===== src/sto_pkg.sv =====
package sto_pkg;

  // Relay function selection code that ties a relay to the torque-off state
  localparam logic [7:0] RELAY_FN_TORQUE_OFF = 8'h0D;
  // Trip code for an internal channel fault (29 decimal)
  localparam logic [7:0] TRIP_CHANNEL_FAULT = 8'h1D;
  localparam logic [7:0] TRIP_NONE = 8'h00;

  // Timing, in nanoseconds, at a 50 ns clock
  localparam int unsigned CLK_PERIOD_NS = 50;
  localparam int unsigned MONITOR_LIMIT_NS = 20000000;
  localparam int unsigned REMOVE_LIMIT_NS = 1000000;
  localparam int unsigned MONITOR_LIMIT_CYC = MONITOR_LIMIT_NS / CLK_PERIOD_NS;
  localparam int unsigned REMOVE_LIMIT_CYC = REMOVE_LIMIT_NS / CLK_PERIOD_NS;
  // Channel disagreement tolerated before a fault trip, in nanoseconds
  localparam int unsigned DISCORD_NS = 10000000;
  localparam int unsigned DISCORD_CYC = DISCORD_NS / CLK_PERIOD_NS;

  // APB register byte addresses
  localparam logic [7:0] ADDR_CTRL = 8'h00;
  localparam logic [7:0] ADDR_STATUS = 8'h04;
  localparam logic [7:0] ADDR_IRQ_STAT = 8'h08;
  localparam logic [7:0] ADDR_IRQ_MASK = 8'h0C;
  localparam logic [7:0] ADDR_TRIP = 8'h10;

  // CTRL field positions
  localparam int CTRL_RELAY1_LSB = 0;
  localparam int CTRL_RELAY2_LSB = 8;
  localparam int CTRL_START_SRC_LSB = 16;
  localparam int CTRL_EDGE_MODE_BIT = 24;
  localparam int CTRL_TRIP_RESET_BIT = 25;
  localparam logic [31:0] CTRL_RESET = 32'h0000_0000;

  // Interrupt event bit positions
  localparam int IRQ_TORQUE_OFF = 0;
  localparam int IRQ_TORQUE_ON = 1;
  localparam int IRQ_FAULT = 2;
  localparam int IRQ_W = 3;

  typedef enum logic [3:0] {
    STO_STANDBY = 4'b0001,
    STO_RUN = 4'b0010,
    STO_OFF = 4'b0100,
    STO_TRIP = 4'b1000
  } sto_state_t;

  typedef enum logic [1:0] {
    STO_DISP_STOP = 2'h0,
    STO_DISP_RUN = 2'h1,
    STO_DISP_INHIBIT = 2'h2,
    STO_DISP_TRIP = 2'h3
  } sto_disp_t;

  typedef struct packed {
    logic psel;
    logic penable;
    logic pwrite;
    logic [7:0] paddr;
    logic [31:0] pwdata;
  } sto_apb_req_t;

  typedef struct packed {
    logic [31:0] prdata;
    logic pready;
    logic pslverr;
  } sto_apb_rsp_t;

endpackage


===== src/sto_sync.sv =====
`timescale 1ns/100ps
// Two-flop synchroniser for one torque-enable channel
module sto_sync (
  input wire logic pclk, // Clock
  input wire logic presetn, // Async reset, active low
  input wire logic d, // Raw level
  output logic q // Synchronised level
);
  typedef struct packed {
    logic s1;
    logic s2;
  } sto_sync_st_t;
  sto_sync_st_t st_q;
  sto_sync_st_t st_d;

  always_comb
  begin
    st_d.s1 = d;
    st_d.s2 = st_q.s1;
  end

  always_ff @(posedge pclk or negedge presetn)
  begin
    if (!presetn)
      st_q <= '0;
    else
      st_q <= st_d;
  end

  assign q = st_q.s2;
endmodule


===== src/sto_supervisor.sv =====
`timescale 1ns/100ps
// Behaviour
// - Energised inputs: standby, start on command
// - De-energised inputs: remove torque, motor coasts
// - Show inhibit when inputs de-energised
// - Trip display overrides inhibit display
// - Relay one opens if selection 13
// - Relay two opens if selection 13
// - Channel fault trips with code 29
// - Monitoring status changes within 20 ms
// - Fault shown, healthy dropped within 20 ms
// - Re-energised may restart per start config
// - No braking applied, torque only removed
// - Torque-off function always enabled
// - Edge mode starts only on rising run
module sto_supervisor
  import sto_pkg::*;
#(
  parameter int unsigned DISCORD_CYCLES = DISCORD_CYC
)(
  input wire logic pclk, // APB clock
  input wire logic presetn, // Async reset, active low
  input wire sto_pkg::sto_apb_req_t apb_req, // APB request
  output sto_pkg::sto_apb_rsp_t apb_rsp, // APB response
  input wire logic enable_ch_a, // Torque-enable channel A
  input wire logic enable_ch_b, // Torque-enable channel B
  input wire logic [3:0] start_cmd, // Run commands, one per source
  output logic gate_enable, // Power stage gate permit
  output logic brake_active, // Brake request, never set
  output logic relay_one_closed, // Relay one contact
  output logic relay_two_closed, // Relay two contact
  output logic drive_healthy, // Digital healthy output
  output logic safe_torque_off, // Monitoring status
  output sto_pkg::sto_disp_t display_code, // Display selector
  output logic [7:0] trip_code, // Trip number shown
  output logic irq // Interrupt, level
);
  import sto_pkg::*;

  // Elaboration-time range check of the discord window
  if (DISCORD_CYCLES < 2 || DISCORD_CYCLES >= MONITOR_LIMIT_CYC)
  begin : g_bad_discord
    $error("DISCORD_CYCLES out of range");
  end

  typedef struct packed {
    sto_state_t state;
    logic [31:0] ctrl;
    logic [IRQ_W-1:0] irq_stat;
    logic [IRQ_W-1:0] irq_mask;
    logic [31:0] discord_cnt;
    logic run_prev;
    logic relay1;
    logic relay2;
    logic healthy;
    logic sto_flag;
    sto_disp_t disp;
    logic [7:0] trip;
    logic [31:0] rdata;
  } sto_st_t;

  sto_st_t st_q;
  sto_st_t st_d;
  logic ena_s;
  logic enb_s;
  logic both_on;
  logic run_cmd;
  logic run_rise;
  logic start_ok;
  logic chan_fault;
  logic wr_en;
  logic rd_en;
  logic addr_ok;
  logic [IRQ_W-1:0] ev;

  function automatic logic relay_open(input logic [7:0] sel, input logic sto_on);
    relay_open = (sel == RELAY_FN_TORQUE_OFF) && sto_on;
  endfunction

  sto_sync u_sync_a (
    .pclk(pclk),
    .presetn(presetn),
    .d(enable_ch_a),
    .q(ena_s)
  );

  sto_sync u_sync_b (
    .pclk(pclk),
    .presetn(presetn),
    .d(enable_ch_b),
    .q(enb_s)
  );

  assign both_on = ena_s && enb_s;
  assign chan_fault = (ena_s != enb_s) && (st_q.discord_cnt >= DISCORD_CYCLES - 1);
  assign run_cmd = start_cmd[st_q.ctrl[CTRL_START_SRC_LSB +: 2]];
  assign run_rise = run_cmd && !st_q.run_prev;
  assign start_ok = st_q.ctrl[CTRL_EDGE_MODE_BIT] ? run_rise : run_cmd;
  assign wr_en = apb_req.psel && apb_req.penable && apb_req.pwrite;
  assign rd_en = apb_req.psel && !apb_req.penable && !apb_req.pwrite;
  assign addr_ok = apb_req.paddr inside {ADDR_CTRL, ADDR_STATUS, ADDR_IRQ_STAT, ADDR_IRQ_MASK, ADDR_TRIP};

  always_comb
  begin
    st_d = st_q;
    ev = '0;
    st_d.run_prev = run_cmd;
    if (ena_s != enb_s)
      st_d.discord_cnt = st_q.discord_cnt + 32'h0000_0001;
    else
      st_d.discord_cnt = 32'h0000_0000;
    unique case (st_q.state)
      STO_STANDBY:
      begin
        if (chan_fault)
          st_d.state = STO_TRIP;
        else if (!both_on)
          st_d.state = STO_OFF;
        else if (start_ok)
          st_d.state = STO_RUN;
      end
      STO_RUN:
      begin
        if (chan_fault)
          st_d.state = STO_TRIP;
        else if (!both_on)
          st_d.state = STO_OFF;
        else if (!run_cmd)
          st_d.state = STO_STANDBY;
      end
      STO_OFF:
      begin
        if (chan_fault)
          st_d.state = STO_TRIP;
        else if (both_on)
          st_d.state = STO_STANDBY;
      end
      STO_TRIP:
      begin
        if (wr_en && apb_req.paddr == ADDR_CTRL && apb_req.pwdata[CTRL_TRIP_RESET_BIT] && ena_s == enb_s)
          st_d.state = both_on ? STO_STANDBY : STO_OFF;
      end
    endcase
    // Monitoring follows synchronised inputs each cycle, well under 20 ms
    st_d.sto_flag = !both_on;
    st_d.relay1 = !relay_open(st_q.ctrl[CTRL_RELAY1_LSB +: 8], !both_on);
    st_d.relay2 = !relay_open(st_q.ctrl[CTRL_RELAY2_LSB +: 8], !both_on);
    st_d.healthy = (st_d.state != STO_TRIP);
    if (st_d.state == STO_TRIP)
    begin
      st_d.disp = STO_DISP_TRIP;
      st_d.trip = TRIP_CHANNEL_FAULT;
    end
    else
    begin
      st_d.trip = TRIP_NONE;
      if (!both_on)
        st_d.disp = STO_DISP_INHIBIT;
      else if (st_d.state == STO_RUN)
        st_d.disp = STO_DISP_RUN;
      else
        st_d.disp = STO_DISP_STOP;
    end
    if (st_q.state != STO_OFF && st_d.state == STO_OFF)
      ev[IRQ_TORQUE_OFF] = 1'b1;
    if (st_q.state == STO_OFF && st_d.state == STO_STANDBY)
      ev[IRQ_TORQUE_ON] = 1'b1;
    if (st_q.state != STO_TRIP && st_d.state == STO_TRIP)
      ev[IRQ_FAULT] = 1'b1;
    // Write-one-to-clear; a new event wins over the clear
    if (wr_en && apb_req.paddr == ADDR_IRQ_STAT)
      st_d.irq_stat = st_q.irq_stat & ~apb_req.pwdata[IRQ_W-1:0];
    st_d.irq_stat = st_d.irq_stat | ev;
    if (wr_en && apb_req.paddr == ADDR_IRQ_MASK)
      st_d.irq_mask = apb_req.pwdata[IRQ_W-1:0];
    if (wr_en && apb_req.paddr == ADDR_CTRL)
      st_d.ctrl = {7'h00, apb_req.pwdata[24:0]};
    if (rd_en)
    begin
      unique case (apb_req.paddr)
        ADDR_CTRL: st_d.rdata = st_q.ctrl;
        ADDR_STATUS: st_d.rdata = {22'h000000, st_q.disp, st_q.state, st_q.healthy, st_q.sto_flag, enb_s, ena_s};
        ADDR_IRQ_STAT: st_d.rdata = {29'h00000000, st_q.irq_stat};
        ADDR_IRQ_MASK: st_d.rdata = {29'h00000000, st_q.irq_mask};
        ADDR_TRIP: st_d.rdata = {24'h000000, st_q.trip};
        default: st_d.rdata = 32'h0000_0000;
      endcase
    end
  end

  always_ff @(posedge pclk or negedge presetn)
  begin
    if (!presetn)
    begin
      st_q.state <= STO_OFF;
      st_q.ctrl <= CTRL_RESET;
      st_q.irq_stat <= '0;
      st_q.irq_mask <= '0;
      st_q.discord_cnt <= 32'h0000_0000;
      st_q.run_prev <= 1'b1;
      st_q.relay1 <= 1'b0;
      st_q.relay2 <= 1'b0;
      st_q.healthy <= 1'b0;
      st_q.sto_flag <= 1'b1;
      st_q.disp <= STO_DISP_INHIBIT;
      st_q.trip <= TRIP_NONE;
      st_q.rdata <= 32'h0000_0000;
    end
    else
      st_q <= st_d;
  end

  // Raw pins gate torque directly, so removal never waits on sync
  assign gate_enable = (st_q.state == STO_RUN) && enable_ch_a && enable_ch_b;
  assign brake_active = 1'b0;
  assign relay_one_closed = st_q.relay1;
  assign relay_two_closed = st_q.relay2;
  assign drive_healthy = st_q.healthy;
  assign safe_torque_off = st_q.sto_flag;
  assign display_code = st_q.disp;
  assign trip_code = st_q.trip;
  assign irq = |(st_q.irq_stat & st_q.irq_mask);
  assign apb_rsp = '{prdata: st_q.rdata, pready: 1'b1, pslverr: apb_req.psel && apb_req.penable && !addr_ok};
endmodule


===== config.mk =====
export PLATFORM = sky130hd
export DESIGN_NAME = sto_supervisor
export DESIGN_NICKNAME = d
export VERILOG_FILES = /design/src/sto_pkg.sv /design/src/sto_sync.sv /design/src/sto_supervisor.sv
export SDC_FILE = /design/constraint.sdc
export NUM_CORES = 1
export LEC_CHECK = 0
export BUFFER_PORTS_ARGS = -buffer_cell sky130_fd_sc_hd__buf_2
export CORE_MARGIN = 1.5
export CORE_UTILIZATION = 57
export CTS_BUF_LIST = sky130_fd_sc_hd__clkbuf_8
export CTS_CLUSTER_SIZE = 30
export DETAILED_ROUTE_END_ITERATION = 8
export PLACE_DENSITY = 0.9
export SLEW_MARGIN = 20
export SYNTH_ARGS = -nofsm -noshare
export SYNTH_HDL_FRONTEND = slang
export SYNTH_SLANG_ARGS = --single-unit

===== constraint.sdc =====
create_clock -name pclk -period 2.95 [get_ports pclk]
set_clock_uncertainty 0.15 [all_clocks]
set_input_delay 0.59 -clock pclk [delete_from_list [all_inputs] [get_ports pclk]]
set_output_delay 0.59 -clock pclk [all_outputs]
set_load 0.02 [all_outputs]

==> impl_metrics.env <==
export IMPL_post_drt_wl_per_cell_um=15.0
export IMPL_fin_crit_ns=2.56
export IMPL_crit_top_cell="buf_2"
export IMPL_final_cell_area_sq_mm=0.00556
export IMPL_start_kind="input port"
export IMPL_max_freq_mhz=390
export IMPL_power_frac_seq_pct=57.4
export IMPL_p_comb_share_pct=11.0
export IMPL_critPathMaxFanout=4
export IMPL_endpoint_kind="output pin"
export IMPL_gp_congestion=0.894
export IMPL_min_path_type="in -> async"
export IMPL_final_common_cell="dfrtp_1"
export IMPL_die_h_um=97.9
export IMPL_critical_path_cell_chain="buf_2 > or4_4 > a211oi_1 > nor2_1 > buf_2"
export IMPL_hold_buffers=0
export IMPL_slew_limit_headroom_pct=60.9
export IMPL_r2r_start="st_q[62]"
export IMPL_cts_clk_slew_worst_paths_ns=0.11
export IMPL_io_pins=102
export IMPL_start_util_pct=58.9
export IMPL_grt_ovfl_total=0
export IMPL_grt_start_max_net_pins=105
export IMPL_power_switching_share_pct=28.0
export IMPL_crit_type="in -> out"
export IMPL_cap_violations=0
export IMPL_syn2layout_area_growth_pct=8.39
export IMPL_hold_viol=0
export IMPL_drive_gt1_share_pct=27.6
export IMPL_grt_pass1_vias=3578
export IMPL_synth_distinct_cells=62
export IMPL_maxSlewViolCount=0
export IMPL_peakVddDrop_mv=0.248
export IMPL_numCtsBuffers=9
export IMPL_mostFrequentLayoutCells="dfrtp_1 (100), buf_2 (81), nand2_1 (62), nor2_1 (39), nand3_1 (31)"
export IMPL_drt_vias_per_instance=5.65
export IMPL_p_per_area_mw_per_mm2=475
export IMPL_status="finished clean"
export IMPL_die_x_um=97.9
export IMPL_synth_edf_count=0
export IMPL_cts_resized=0
export IMPL_postCtsSetupBuffers=0
export IMPL_track_usage_pct=21.4
export IMPL_p_leak_uw=0.00269
export IMPL_placed_cell_area_sq_mm=0.00538
export IMPL_antenna_found_initial=0
export IMPL_dr_pass1_iters=4
export IMPL_worstMarginPinSlew_ns=0.584
export IMPL_setup_tns_ns=0
export IMPL_synthesis_instances=495
export IMPL_required_ns=2.21
export IMPL_grt_pass1_wl_um=16700
export IMPL_port_buffers=82
export IMPL_postRouteAntennaNets=0
export IMPL_power_frac_clock_pct=31.6
export IMPL_dieArea_sq_mm=0.00958
export IMPL_cp_slowest_stage_delay_ns=0.58
export IMPL_finalCritPeriodShare_pct=86.9
export IMPL_crit_arrival_ns=1.82
export IMPL_clock_latency_ns=0.37
export IMPL_ys_dominant_reg_cell="dfrtp_1"
export IMPL_dr_total_vias=3704
export IMPL_synthArstFlopShare_pct=100
export IMPL_ys_warn_count=0
export IMPL_h_tree_depth=3
export IMPL_seq_area_frac_synth_pct=50.8
export IMPL_n_fill_cell=656
export IMPL_root_buffer="clkbuf_8"
export IMPL_rsz0062_at_grt="false"
export IMPL_drcViolationCount=0
export IMPL_dp_hpwl_um=7080
export IMPL_p_sw_uw=741
export IMPL_coreArea_sq_mm=0.00872
export IMPL_startpoint="apb_req[33]"
export IMPL_antenna_cells=0
export IMPL_finalSetupViolCount=0
export IMPL_drt_wl_total_um=9830
export IMPL_cp_slowest_cell="or4_4"
export IMPL_synth_avg_cell_area_sq_um=10.4
export IMPL_rows=34
export IMPL_ys_ff_latch=104
export IMPL_clock_sinks=104
export IMPL_cts_buffer_depth=2
export IMPL_tritoncts="yes"
export IMPL_utilization_pct=63.8
export IMPL_layout_nets=596
export IMPL_drt_iter0_markers=175
export IMPL_intPower_uw=1900
export IMPL_syn_area_sq_mm=0.00513
worst paths after layout:
check                                        end  slack [ns]  depth (start not counted)
max in group asynchronous               st_q[77]        2.12                          2
worst min-delay path                    st_q[88]        0.09                          2
min in group pclk               u_sync_a.st_d[0]        0.19                          1
worst max register to register   display_code[0]        0.58                          5
worst max-delay path                  apb_rsp[0]        0.39                          5
worst min register to register        u_sync_b.q        0.21                          0
power by group through the flow:
stage,sequential (uW),clock (uW),combinational (uW)
global route,1520,905,324
global placement,1540,0,280
finish,1520,836,289
CTS,1510,859,290
floorplan,1510,0,228
detailed placement,1540,0,289
cell families after synthesis:
group,count (synthesis),share of synthesized area (%)
AOI/OAI and AO/OA,53,7.44
xor gates and xnor gates,30,5.12
adders and majority gates,2,0.487
buffers and inverters,72,8.68
DFF,104,50.8
muxes,34,7.85
other,2,0.146
and+or+nand+nor,198,19.5
metal layers:
metal / up-vias / global-route usage [%] / share of wire [%]
li1: 1765 / - / -
met1: 1814 / 28.3 / 43
met2: 109 / 35.1 / 51
met3: 16 / 3.94 / 4.5
met4: 0 / 8.57 / 1.5
met5: - / 0 / 0
metrics by stage:
| stage | worst slack [ns] | total power (uW) | hold slack [ns] | cells |
|---|---|---|---|---|
| final | 0.386 | 2640 | 0.0887 | 656 |
| after global routing | 0.321 | 2750 | 0.145 | 656 |
| after CTS | 0.386 | 2660 | 0.131 | 656 |
| after detailed placement | 0.284 | 1830 | 0.185 | 640 |
| after global placement | 0.317 | 1820 | 0.184 | 640 |
| after floorplan | 0.468 | 1740 | 0.144 | 506 |
flip-flops by register name, indices dropped and copies added (netlist names):
register,count
apb_rsp,25
display_code,2
drive_healthy,1
relay_one_closed,1
relay_two_closed,1
safe_torque_off,1
st_q,68
trip_code,1
u_sync_a.q,1
u_sync_a.st_d,1
u_sync_b.q,1
u_sync_b.st_d,1
synthesized netlist by cell type (4+ instances only):
| master | n | area [sq um] |
|---|---|---|
| nor4_1 | 12 | 75.1 |
| nor2_1 | 39 | 146 |
| nand2_1 | 62 | 233 |
| xor2_1 | 11 | 96.3 |
| mux2_2 | 30 | 338 |
| nor3_1 | 11 | 55.1 |
| nand3_1 | 31 | 155 |
| inv_1 | 8 | 30.0 |
| nand2b_1 | 6 | 37.5 |
| buf_4 | 46 | 345 |
| dfrtp_1 | 100 | 2500 |
| and4_1 | 5 | 43.8 |
| a21oi_1 | 8 | 40.0 |
| and3_1 | 5 | 31.3 |
| nand4_1 | 6 | 37.5 |
| clkbuf_1 | 15 | 56.3 |
| xnor2_1 | 19 | 166 |
| dfstp_2 | 4 | 105 |
| a22oi_1 | 6 | 45.0 |
| o21ai_0 | 11 | 55.1 |
| a211oi_1 | 5 | 37.5 |
worst max-delay path, delay by kind of cell:
family	cells	cell delay, ns
AO/OA/AOI/OAI	1	0.32
buffers and inverters	2	0.26
AND/OR/NAND/NOR	2	0.65
cell type report:
cell class                 count  area [sq um]  area share [%]
tap                          108           135            2.43
multi-input combinational    330          2120            38.1
sequential                   104          2610            46.9
clock inverter                 7          63.8            1.15
clock buffer                   9           124            2.23
inverter                       9          33.8           0.607
timing repair buffer          89           478            8.59
Power figures use the tool's default switching activity.
